$ cat config.mk
export PLATFORM = sky130hd
export DESIGN_NAME = slfr_frame_receiver
export DESIGN_NICKNAME = d
export VERILOG_FILES = /design/src/slfr_pkg.sv /design/src/slfr_frame_receiver.sv
export SDC_FILE = /design/constraint.sdc
export NUM_CORES = 1
export LEC_CHECK = 0
export BUFFER_PORTS_ARGS = -buffer_cell sky130_fd_sc_hd__buf_4
export CAP_MARGIN = 10
export CELL_PAD_IN_SITES_DETAIL_PLACEMENT = 2
export CELL_PAD_IN_SITES_GLOBAL_PLACEMENT = 2
export CORE_ASPECT_RATIO = 0.6
export CORE_MARGIN = 5
export CORE_UTILIZATION = 42
export CTS_BUF_LIST = sky130_fd_sc_hd__clkbuf_16
export DETAILED_ROUTE_END_ITERATION = 12
export GPL_TIMING_DRIVEN = 0
export HOLD_SLACK_MARGIN = 0.12
export PLACE_DENSITY_LB_ADDON = 0.08
export SLEW_MARGIN = 10
export SYNTH_ARGS = -nofsm -noshare
export SYNTH_HDL_FRONTEND = slang
export SYNTH_SLANG_ARGS = --single-unit
$ cat constraint.sdc
create_clock -name clk -period 4.3 [get_ports clk]
set_clock_uncertainty 0.05 [all_clocks]
set_input_delay 0.215 -clock clk [delete_from_list [all_inputs] [get_ports clk]]
set_output_delay 0.215 -clock clk [all_outputs]
set_load 0.02 [all_outputs]
$ cat src/slfr_pkg.sv
// receive frame state machine of a serial storage link: shared types/consts
// assumes phy-side dwords arrive already decoded, on the same clock as clk
//
// Function
// - X_RDY with too little receive FIFO space enters wait-for-FIFO-space
// - while waiting for FIFO space, transmit SYNC toward the far side
// - waiting: X_RDY with space goes to check-ready, else keep waiting
// - waiting: any non-X_RDY dword notifies transport and returns to idle
// - check-ready sends R_RDY and waits for SOF before receiving data
// - phy not ready in any receive state: notify, enter no-comm error
// - received data dwords go to transport and into the running CRC
// - data reception sends R_IP, or DMAT when transport asks to terminate
// - low FIFO space in data reception moves to hold, else stay
// - HOLD in data, or HOLD in hold with space, enters send-hold-ack
// - EOF in data, hold or send-hold-ack enters end-of-frame check
// - FIFO headroom must absorb in-flight dwords through EOF after hold
// - WTRM during data reception goes straight to bad-end
// - SYNC in data, hold, hold-ack or good-CRC: notify, back to idle
// - other dwords in data reception keep the receiver there
// - pending control frame in data/hold/hold-ack: idle, send SYNC
// - hold sends HOLD; non-HOLD with space returns to data reception
// - hold-ack sends HOLDA or DMAT; non-HOLD non-SYNC returns to data
// - after EOF send R_IP until CRC checked, notify, good-CRC or bad-end
// - good-CRC sends R_IP, waits transport status, good or bad end
// - bad-end follows CRC mismatch or transport declaring frame invalid
// - good-end sends R_OK, bad-end R_ERR, until SYNC returns to idle

package slfr_pkg;

   //==========================================================
   // sizes and counts
   localparam int DWORD_W = 32;
   localparam int FIFO_DEPTH = 16;
   // free words kept for dwords still in flight after HOLD is sent
   localparam int FIFO_HEADROOM = 4;
   localparam int CRC_CHECK_CYCLES = 1;

   //==========================================================
   // crc constants
   localparam logic [31:0] CRC_POLY = 32'h04C11DB7;
   localparam logic [31:0] CRC_INIT = 32'h52325032;
   localparam logic [31:0] CRC_RESIDUE = 32'h00000000;

   //==========================================================
   // primitive kinds as decoded/encoded by the phy side
   typedef enum logic [3:0] {
      PRIM_DATA, PRIM_SYNC, PRIM_X_RDY, PRIM_SOF, PRIM_EOF,
      PRIM_HOLD, PRIM_HOLDA, PRIM_WTRM, PRIM_R_RDY, PRIM_R_IP,
      PRIM_R_OK, PRIM_R_ERR, PRIM_DMAT
   } slfr_prim_type;

   localparam slfr_prim_type TX_RESET = PRIM_SYNC;

   typedef struct packed {
      logic                 valid;
      slfr_prim_type        prim;
      logic [DWORD_W-1:0]   data;
   } slfr_rx_type;

   typedef struct packed {
      logic good;
      logic unrecognized;
      logic error;
   } slfr_status_type;

   typedef struct packed {
      logic crcGood;
      logic crcBad;
      logic aborted;
      logic illegal;
      logic unexpected;
      logic phyNotReady;
   } slfr_notify_type;

   function automatic logic [31:0] slfr_crc_step(
      input logic [31:0] crc,
      input logic [31:0] d);
      logic [31:0] c;
      logic        fb;
      c = crc;
      for (int i = 31; i >= 0; i--) begin
         fb = c[31] ^ d[i];
         c = {c[30:0], 1'b0} ^ (fb ? CRC_POLY : 32'h00000000);
      end
      return c;
   endfunction

endpackage

$ cat src/slfr_frame_receiver.sv
// receive frame state machine with its receive FIFO toward the transport
// assumes phy dwords are synchronous to clk; phy ready is asynchronous

`timescale 1ns/1ps

//==============================================================
// receive fifo with registered output stage
module slfr_fifo
   import slfr_pkg::*;
#(
   parameter int WIDTH = DWORD_W,
   parameter int DEPTH = FIFO_DEPTH
) (
   input  wire logic                     clk,
   input  wire logic                     rst_n,
   input  wire logic                     inValid,
   output logic                          inReady,
   input  wire logic [WIDTH-1:0]         inData,
   output logic                          outValid,
   input  wire logic                     outReady,
   output logic [WIDTH-1:0]              outData,
   output logic [$clog2(DEPTH):0]        level
);
   localparam int AW = $clog2(DEPTH);

   generate
      if (DEPTH < 2 || (1 << AW) != DEPTH) begin : g_bad_depth
         $error("fifo depth must be a power of two of at least 2");
      end
   endgenerate

   logic [WIDTH-1:0] mem [DEPTH];
   logic [AW-1:0]    wrPtr_reg;
   logic [AW-1:0]    rdPtr_reg;
   logic [AW:0]      count_reg;
   logic             outValid_reg;
   logic [WIDTH-1:0] outData_reg;

   wire logic doWrite = inValid && inReady;
   wire logic doLoad  = (count_reg != '0) && (!outValid_reg || outReady);
   wire logic [AW:0] countNext = count_reg
      + (doWrite ? (AW+1)'(1) : '0) - (doLoad ? (AW+1)'(1) : '0);

   assign inReady  = (count_reg != (AW+1)'(DEPTH));
   assign outValid = outValid_reg;
   assign outData  = outData_reg;
   // the output stage holds one word beyond the array
   assign level    = count_reg;

   always_ff @(posedge clk) begin
      if (doWrite) begin
         mem[wrPtr_reg] <= inData;
      end
   end

   always_ff @(posedge clk or negedge rst_n) begin
      if (!rst_n) begin
         wrPtr_reg <= '0;
         rdPtr_reg <= '0;
         count_reg <= '0;
      end else begin
         wrPtr_reg <= wrPtr_reg + (doWrite ? AW'(1) : '0);
         rdPtr_reg <= rdPtr_reg + (doLoad ? AW'(1) : '0);
         count_reg <= countNext;
      end
   end

   always_ff @(posedge clk or negedge rst_n) begin
      if (!rst_n) begin
         outValid_reg <= 1'b0;
         outData_reg  <= '0;
      end else if (doLoad) begin
         outValid_reg <= 1'b1;
         outData_reg  <= mem[rdPtr_reg];
      end else if (outReady) begin
         outValid_reg <= 1'b0;
      end
   end

endmodule // slfr_fifo

//==============================================================
// frame receiver top
module slfr_frame_receiver
   import slfr_pkg::*;
#(
   parameter int DEPTH    = FIFO_DEPTH,
   parameter int HEADROOM = FIFO_HEADROOM
) (
   input  wire logic                clk,
   input  wire logic                rst_n,
   input  wire logic                phyReady,
   input  wire slfr_rx_type         rxWord,
   output slfr_prim_type            txPrim,
   input  wire logic                trnTerminate,
   input  wire logic                ctrlFramePending,
   input  wire slfr_status_type     trnStatus,
   output slfr_notify_type          notify,
   output logic                     trnValid,
   input  wire logic                trnReady,
   output logic [DWORD_W-1:0]       trnData
);
   localparam int LW = $clog2(DEPTH) + 1;

   generate
      if (HEADROOM < 1 || HEADROOM >= DEPTH) begin : g_bad_headroom
         $error("headroom must lie between 1 and depth-1");
      end
   endgenerate

   typedef enum logic [3:0] {
      IDLE_STATE, WAIT_FOR_FIFO_SPACE, CHECK_READY_STATE,
      DATA_RECEPTION_STATE, HOLD_STATE, SEND_HOLD_ACK_STATE,
      END_OF_FRAME_CHECK_STATE, GOOD_CRC_STATE, GOOD_END_STATE,
      BAD_END_STATE, NO_COMMUNICATION_ERROR_STATE
   } slfr_state_type;

   function automatic logic rxIs(
      input slfr_rx_type w,
      input slfr_prim_type p);
      return w.valid && (w.prim == p);
   endfunction

   //===========================================================
   // phy ready synchroniser
   logic phyRdyMeta_reg;
   logic phyRdySync_reg;

   always_ff @(posedge clk or negedge rst_n) begin
      if (!rst_n) begin
         phyRdyMeta_reg <= 1'b0;
         phyRdySync_reg <= 1'b0;
      end else begin
         phyRdyMeta_reg <= phyReady;
         phyRdySync_reg <= phyRdyMeta_reg;
      end
   end

   //===========================================================
   // state and decoded conditions
   slfr_state_type  state_reg;
   slfr_state_type  state_next;
   slfr_prim_type   txPrim_reg;
   slfr_prim_type   txPrim_next;
   slfr_notify_type notify_reg;
   slfr_notify_type notify_next;
   logic [31:0]     crc_reg;
   logic            checkDone_reg;
   logic            fifoInReady;
   logic [LW-1:0]   fifoLevel;

   wire logic phyDown = !phyRdySync_reg;
   wire logic rxSync  = rxIs(rxWord, PRIM_SYNC);
   wire logic rxXrdy  = rxIs(rxWord, PRIM_X_RDY);
   wire logic rxSof   = rxIs(rxWord, PRIM_SOF);
   wire logic rxEof   = rxIs(rxWord, PRIM_EOF);
   wire logic rxHold  = rxIs(rxWord, PRIM_HOLD);
   wire logic rxWtrm  = rxIs(rxWord, PRIM_WTRM);
   wire logic rxData  = rxIs(rxWord, PRIM_DATA);
   wire logic rxOther = rxWord.valid && !rxHold;

   // space test keeps headroom for dwords already on the wire
   wire logic spaceOk = (LW'(DEPTH) - fifoLevel) >= LW'(HEADROOM);

   wire logic inFrame = (state_reg == DATA_RECEPTION_STATE)
      || (state_reg == HOLD_STATE)
      || (state_reg == SEND_HOLD_ACK_STATE);
   wire logic inRecv = (state_reg != IDLE_STATE)
      && (state_reg != NO_COMMUNICATION_ERROR_STATE);
   wire logic fifoWrite = inFrame && rxData && !phyDown;
   wire logic crcMatch = (crc_reg == CRC_RESIDUE);

   //===========================================================
   // next state
   always_comb begin
      state_next  = state_reg;
      notify_next = '0;
      if (inRecv && phyDown) begin
         state_next = NO_COMMUNICATION_ERROR_STATE;
         notify_next.phyNotReady = 1'b1;
      end else if (inFrame && ctrlFramePending) begin
         state_next = IDLE_STATE;
      end else begin
         case (state_reg)
            IDLE_STATE: begin
               if (rxXrdy && !phyDown) begin
                  state_next = spaceOk ? CHECK_READY_STATE
                                       : WAIT_FOR_FIFO_SPACE;
               end
            end
            WAIT_FOR_FIFO_SPACE: begin
               if (rxXrdy && spaceOk) begin
                  state_next = CHECK_READY_STATE;
               end else if (rxWord.valid && !rxXrdy) begin
                  state_next = IDLE_STATE;
                  notify_next.unexpected = 1'b1;
               end
            end
            CHECK_READY_STATE: begin
               if (rxSof) begin
                  state_next = DATA_RECEPTION_STATE;
               end else if (rxWord.valid && !rxXrdy) begin
                  state_next = IDLE_STATE;
                  notify_next.unexpected = 1'b1;
               end
            end
            DATA_RECEPTION_STATE: begin
               if (rxSync) begin
                  state_next = IDLE_STATE;
                  notify_next.aborted = 1'b1;
               end else if (rxWtrm) begin
                  state_next = BAD_END_STATE;
               end else if (rxEof) begin
                  state_next = END_OF_FRAME_CHECK_STATE;
               end else if (rxHold) begin
                  state_next = SEND_HOLD_ACK_STATE;
               end else if (!spaceOk) begin
                  state_next = HOLD_STATE;
               end
               // anything else keeps receiving
            end
            HOLD_STATE: begin
               if (rxSync) begin
                  state_next = IDLE_STATE;
                  notify_next.illegal = 1'b1;
               end else if (rxEof) begin
                  state_next = END_OF_FRAME_CHECK_STATE;
               end else if (rxHold && spaceOk) begin
                  state_next = SEND_HOLD_ACK_STATE;
               end else if (rxOther && spaceOk) begin
                  state_next = DATA_RECEPTION_STATE;
               end
            end
            SEND_HOLD_ACK_STATE: begin
               if (rxSync) begin
                  state_next = IDLE_STATE;
                  notify_next.illegal = 1'b1;
               end else if (rxEof) begin
                  state_next = END_OF_FRAME_CHECK_STATE;
               end else if (rxOther) begin
                  state_next = DATA_RECEPTION_STATE;
               end
            end
            END_OF_FRAME_CHECK_STATE: begin
               if (checkDone_reg) begin
                  state_next = crcMatch ? GOOD_CRC_STATE
                                        : BAD_END_STATE;
                  notify_next.crcGood = crcMatch;
                  notify_next.crcBad  = !crcMatch;
               end
            end
            GOOD_CRC_STATE: begin
               if (rxSync) begin
                  state_next = IDLE_STATE;
                  notify_next.illegal = 1'b1;
               end else if (trnStatus.good) begin
                  state_next = GOOD_END_STATE;
               end else if (trnStatus.unrecognized || trnStatus.error) begin
                  state_next = BAD_END_STATE;
               end
            end
            GOOD_END_STATE, BAD_END_STATE: begin
               if (rxSync) begin
                  state_next = IDLE_STATE;
               end
            end
            NO_COMMUNICATION_ERROR_STATE: begin
               if (!phyDown) begin
                  state_next = IDLE_STATE;
               end
            end
            default: begin
               state_next = IDLE_STATE;
            end
         endcase
      end
   end

   //===========================================================
   // transmitted primitive follows the state being entered
   always_comb begin
      case (state_next)
         CHECK_READY_STATE:        txPrim_next = PRIM_R_RDY;
         DATA_RECEPTION_STATE:
            txPrim_next = trnTerminate ? PRIM_DMAT : PRIM_R_IP;
         HOLD_STATE:               txPrim_next = PRIM_HOLD;
         SEND_HOLD_ACK_STATE:
            txPrim_next = trnTerminate ? PRIM_DMAT : PRIM_HOLDA;
         END_OF_FRAME_CHECK_STATE: txPrim_next = PRIM_R_IP;
         GOOD_CRC_STATE:           txPrim_next = PRIM_R_IP;
         GOOD_END_STATE:           txPrim_next = PRIM_R_OK;
         BAD_END_STATE:            txPrim_next = PRIM_R_ERR;
         // idle after a pending control frame also sends SYNC
         default:                  txPrim_next = PRIM_SYNC;
      endcase
   end

   //===========================================================
   // registers
   always_ff @(posedge clk or negedge rst_n) begin
      if (!rst_n) begin
         state_reg  <= IDLE_STATE;
         txPrim_reg <= TX_RESET;
         notify_reg <= '0;
      end else begin
         state_reg  <= state_next;
         txPrim_reg <= txPrim_next;
         notify_reg <= notify_next;
      end
   end

   // crc of the received CRC dword folds the remainder to the residue
   always_ff @(posedge clk or negedge rst_n) begin
      if (!rst_n) begin
         crc_reg <= CRC_INIT;
      end else if (state_reg == CHECK_READY_STATE && rxSof) begin
         crc_reg <= CRC_INIT;
      end else if (fifoWrite) begin
         crc_reg <= slfr_crc_step(crc_reg, rxWord.data);
      end
   end

   always_ff @(posedge clk or negedge rst_n) begin
      if (!rst_n) begin
         checkDone_reg <= 1'b0;
      end else begin
         checkDone_reg <= (state_reg == END_OF_FRAME_CHECK_STATE)
            && !checkDone_reg && (CRC_CHECK_CYCLES > 0);
      end
   end

   assign txPrim = txPrim_reg;
   assign notify = notify_reg;

   //===========================================================
   // receive fifo toward transport
   // a write when full is lost; the headroom is sized to prevent it
   slfr_fifo #(
      .WIDTH (DWORD_W),
      .DEPTH (DEPTH)
   ) u_fifo (
      .clk      (clk),
      .rst_n    (rst_n),
      .inValid  (fifoWrite),
      .inReady  (fifoInReady),
      .inData   (rxWord.data),
      .outValid (trnValid),
      .outReady (trnReady),
      .outData  (trnData),
      .level    (fifoLevel)
   );

   //===========================================================
   // assertions
   property p_phy_down;
      @(posedge clk) disable iff (!rst_n)
      (inRecv && phyDown) |=>
         (state_reg == NO_COMMUNICATION_ERROR_STATE)
         && notify_reg.phyNotReady;
   endproperty
   a_phy_down: assert property (p_phy_down)
      else $error("phy loss did not reach no-comm error");

   property p_wait_sync;
      @(posedge clk) disable iff (!rst_n)
      (state_reg == WAIT_FOR_FIFO_SPACE) |-> (txPrim_reg == PRIM_SYNC);
   endproperty
   a_wait_sync: assert property (p_wait_sync)
      else $error("wait state not sending sync");

   property p_wait_other;
      @(posedge clk) disable iff (!rst_n)
      (state_reg == WAIT_FOR_FIFO_SPACE && !phyDown && rxWord.valid
         && !rxXrdy) |=> (state_reg == IDLE_STATE)
         && notify_reg.unexpected;
   endproperty
   a_wait_other: assert property (p_wait_other)
      else $error("unexpected dword in wait not reported");

   property p_low_space_hold;
      @(posedge clk) disable iff (!rst_n)
      (state_reg == DATA_RECEPTION_STATE && !phyDown && !ctrlFramePending
         && (!rxWord.valid || rxData) && !spaceOk)
         |=> (state_reg == HOLD_STATE)
         && (txPrim_reg == PRIM_HOLD);
   endproperty
   a_low_space_hold: assert property (p_low_space_hold)
      else $error("low space did not enter hold");

   property p_wtrm_bad;
      @(posedge clk) disable iff (!rst_n)
      (state_reg == DATA_RECEPTION_STATE && !phyDown && !ctrlFramePending
         && rxWtrm) |=> (state_reg == BAD_END_STATE)
         && (txPrim_reg == PRIM_R_ERR);
   endproperty
   a_wtrm_bad: assert property (p_wtrm_bad)
      else $error("wtrm did not end frame as bad");

   property p_sync_abort;
      @(posedge clk) disable iff (!rst_n)
      (state_reg == DATA_RECEPTION_STATE && !phyDown && !ctrlFramePending
         && rxSync) |=> (state_reg == IDLE_STATE) && notify_reg.aborted;
   endproperty
   a_sync_abort: assert property (p_sync_abort)
      else $error("sync in data reception not reported");

   property p_crc_result;
      @(posedge clk) disable iff (!rst_n)
      $rose(state_reg == END_OF_FRAME_CHECK_STATE) && !phyDown ##1 !phyDown
         |=> (notify_reg.crcGood == (state_reg == GOOD_CRC_STATE))
         && (notify_reg.crcGood != notify_reg.crcBad);
   endproperty
   a_crc_result: assert property (p_crc_result)
      else $error("crc check result not delivered in time");

   property p_end_prims;
      @(posedge clk) disable iff (!rst_n)
      ((state_reg == GOOD_END_STATE) |-> (txPrim_reg == PRIM_R_OK))
      and ((state_reg == BAD_END_STATE) |-> (txPrim_reg == PRIM_R_ERR));
   endproperty
   a_end_prims: assert property (p_end_prims)
      else $error("end state sends wrong primitive");

   property p_data_prim;
      @(posedge clk) disable iff (!rst_n)
      (state_reg == DATA_RECEPTION_STATE) |->
         (txPrim_reg == PRIM_R_IP || txPrim_reg == PRIM_DMAT);
   endproperty
   a_data_prim: assert property (p_data_prim)
      else $error("data reception sends wrong primitive");

   property p_no_overflow;
      @(posedge clk) disable iff (!rst_n)
      fifoWrite |-> fifoInReady;
   endproperty
   a_no_overflow: assert property (p_no_overflow)
      else $error("receive fifo overflowed");

   c_good_end: cover property (@(posedge clk) disable iff (!rst_n)
      state_reg == GOOD_END_STATE);
   c_bad_crc: cover property (@(posedge clk) disable iff (!rst_n)
      notify_reg.crcBad);
   c_hold: cover property (@(posedge clk) disable iff (!rst_n)
      state_reg == HOLD_STATE ##1 state_reg == DATA_RECEPTION_STATE);
   c_hold_ack: cover property (@(posedge clk) disable iff (!rst_n)
      state_reg == SEND_HOLD_ACK_STATE);

endmodule // slfr_frame_receiver

==> summary.txt <==
Run status
  • Outcome: finished clean

Critical path
  • CP cell instances: buf_6, xor2_2, xnor3_2, xor2_2, xnor3_2, xnor2_4, xnor3_2, xnor2_4, xnor2_1, nor2_1, o32a_1
  • Req. time, crit path: 4800 ps
  • Crit path max-delay family: XOR/XNOR gates
  • Crit path launch type: flip-flop
  • Crit-path max cell delay: 590 ps
  • CP arrival: 4710 ps
  • Most common cell on crit path: xnor3_2
  • CP Capture Type: flip-flop
  • CP bufs+invs: 1
  • Crit-path max FO: 6
  • Kind of critical path: reg2reg
  • Slowest-stage cell, CP: xnor3_2

Die
  • Die W: 337.6 um
  • Row count: 72
  • Die H: 206.6 um
  • Ports: 89
  • Core footprint: 0.06414 mm2
  • Die area: 0.06974 mm2
  • Starting Density: 42.17%

Timing
  • Time the worst path needs with I/O delays and setup: 4215 ps
  • RSZ-0062 raised after global routing: true
  • Setup TNS: 0 ps
  • # setup viols final: 0
  • Peak Freq: 0.2373 GHz
  • Pins Over Slew Limit: 0
  • Final period utilization: 98.02%
  • Hold Vio Cnt, Final: 0
  • Slew margin rel.: 12.33%
  • Slew @ Worst Pin: 1315 ps

Clocking
  • TritonCTS clock tree: built
  • Clk sinks: 607
  • Number of clock buffers inserted by TritonCTS: 57
  • CTS Root Cell: clkbuf_16
  • CTS max path bufs: 3
  • Clock slew seen by the registers of the worst setup and hold paths: 60 ps
  • H-tree depth: 2
  • Clock latency on the worst-skew pair: 640 ps

Yosys
  • Synth Flop Type: edfxtp_1
  • Most frequent cells after synthesis: 512 x edfxtp_1, 164 x xnor2_1, 141 x nand2_1, 129 x mux2i_1, 105 x nor2_1
  • Synthesized area: 0.02705 mm2
  • Number of distinct library cells after synthesis: 61
  • FF+latch count, synth: 607
  • Leading area contributor after synthesis: edfxtp_1
  • Most common cell in the netlist: edfxtp_1
  • Post-synth net total: 1770
  • Synth top area share: 56.85%
  • Avg Cell Area, Syn: 15.82 um2
  • Seq/Total Area, Yosys: 65.69%
  • Syn. warnings: 0
  • Syn Inst Count: 1710
  • Ys async rst share: 15.65%
  • Synth area leaders: edfxtp_1 57%, dfrtp_1 7.7%, mux4_2 5.3%, xnor2_1 5.3%, mux2i_1 4.8%
  • Post-synth EDFFs: 512

GRT
  • First-pass GRT wire length: 129.9 mm
  • Total grt overflow: 0
  • Largest net degree at the start of global routing: 77
  • Initial antenna violation count: 2
  • GR Layer Usage met2: 39.64%
  • Busiest grt layer: met1
  • Total global-route track usage: 26.39%
  • M1 GR Usage: 40.39%
  • Met3 Use GR: 5.590%
  • Number of global-route vias before repair: 17620

Drt
  • Avg WL per Cell: 32.34 um
  • Via count: 16440
  • 1st-pass router iterations: 7
  • DRC violations left: 0
  • WL final: 91.78 mm
  • Vias/cell: 5.791
  • Initial DRC Count: 1560
  • Post-DRT Antenna Nets: 0

Place
  • Placer Congestion: 0.8728
  • Buffers on Ports: 88
  • DP HPWL: 64.39 mm

Layout
  • Flip-flop count of the largest register after layout: 512
  • Layout Nets: 2000
  • Share of cells above drive strength 1: 18.58%
  • Fill cells: 5923
  • Layout area overhead: 18.48%

Job
  • Max_cap viols: 0

Worst hold path
  • Worst min path class: in2reg
[kinds of logic after synthesis]
kind of cell,Yosys count,synth area share [%]
buffers and inverters,92,1.309
DFF,607,65.69
and+or+nand+nor,315,4.969
muxes,193,10.10
xor gates and xnor gates,282,12.25
adders and majority gates,14,0.6754
AOI/OAI and AO/OA,207,5.006
[cells in the final DEF, fill, tap and decap left out, types with 5 or more instances in the layout]
master           n
edfxtp_1       512
xnor2_1        157
nand2_1        141
mux2i_1        129
buf_4          100
nor2_1          93
o21ai_0         93
dfrtp_1         83
o221ai_1        65
mux4_2          64
clkbuf_16       57
clkbuf_1        48
xor2_1          46
dlygate4sd3_1   41
inv_1           28
xnor2_2         23
xnor3_1         22
clkinv_1        19
a21oi_1         19
buf_16          18
buf_1           16
ha_1            13
nand3_1         12
nor4_1          12
nor2_4          12
dfstp_2         12
xnor2_4         11
nand2b_1        10
xnor3_2          9
clkinv_2         9
xor2_2           8
buf_12           7
nor3_1           6
buf_2            5
o21ai_1          5
[per-layer routing]
layer | vias up | wire length, um
met5 | - | 0
met4 | 0 | 1343
met3 | 83 | 6951
met2 | 541 | 40440
met1 | 8883 | 43050
li1 | 6929 | -
[final timing paths]
path | depth (start not counted) | slack, ps | startpoint | end
setup / recovery | 11 | 90 | crc_reg[28] | crc_reg[4]
hold / removal | 2 | 210 | phyReady | phyRdyMeta_reg
setup reg to reg | 11 | 90 | crc_reg[28] | crc_reg[4]
hold reg to reg | 0 | 310 | phyRdyMeta_reg | phyRdySync_reg
max in group asynchronous | 4 | 3130 | rst_n | txPrim[0]
min in group asynchronous | 4 | 580 | rst_n | u_fifo.outData[26]
[final cells by class]
cell class              count  area (um2)  share of cell area, %
multi-input cells        1011        9205                  28.73
clock inverters            48       342.8                  1.070
inverters                  19       71.32                 0.2226
well taps                 851        1065                  3.323
flip-flops and latches    607       17770                  55.44
plain buffers              72       289.0                 0.9020
diodes                      1       2.502               0.007809
clock buffers              57        1426                  4.451
repair buffers            172        1876                  5.853
[per-stage QoR]
step / util [%] / cells / area, um2 / hold WS [ps] / worst slack (ps)
6_report: 49.96 / 2838 / 32040 / 205.1 / 85.14
5_1_grt: 49.96 / 2837 / 32040 / 174.4 / -133.7
4_1_cts: 49.64 / 2826 / 31840 / 145.7 / 23.62
3_5_place_dp: 46.11 / 2679 / 29570 / 61.40 / -932.3
3_3_place_gp: 44.88 / 2649 / 28790 / 274.1 / -4381
2_1_floorplan: - / 1710 / 27060 / -130.6 / 9.027
[what timing repair did]
action                                 in CTS  in global routing
setup endpoints to repair                  15                 91
gates resized for setup                    10                 11
setup buffers                               0                 11
endpoints found under the hold margin     611                  0
pin swaps                                   0                  7
hold buffers                               42                  0
Power is not shown: default switching activity piles up to over one toggle a cycle in this logic, so the estimate is an artifact.
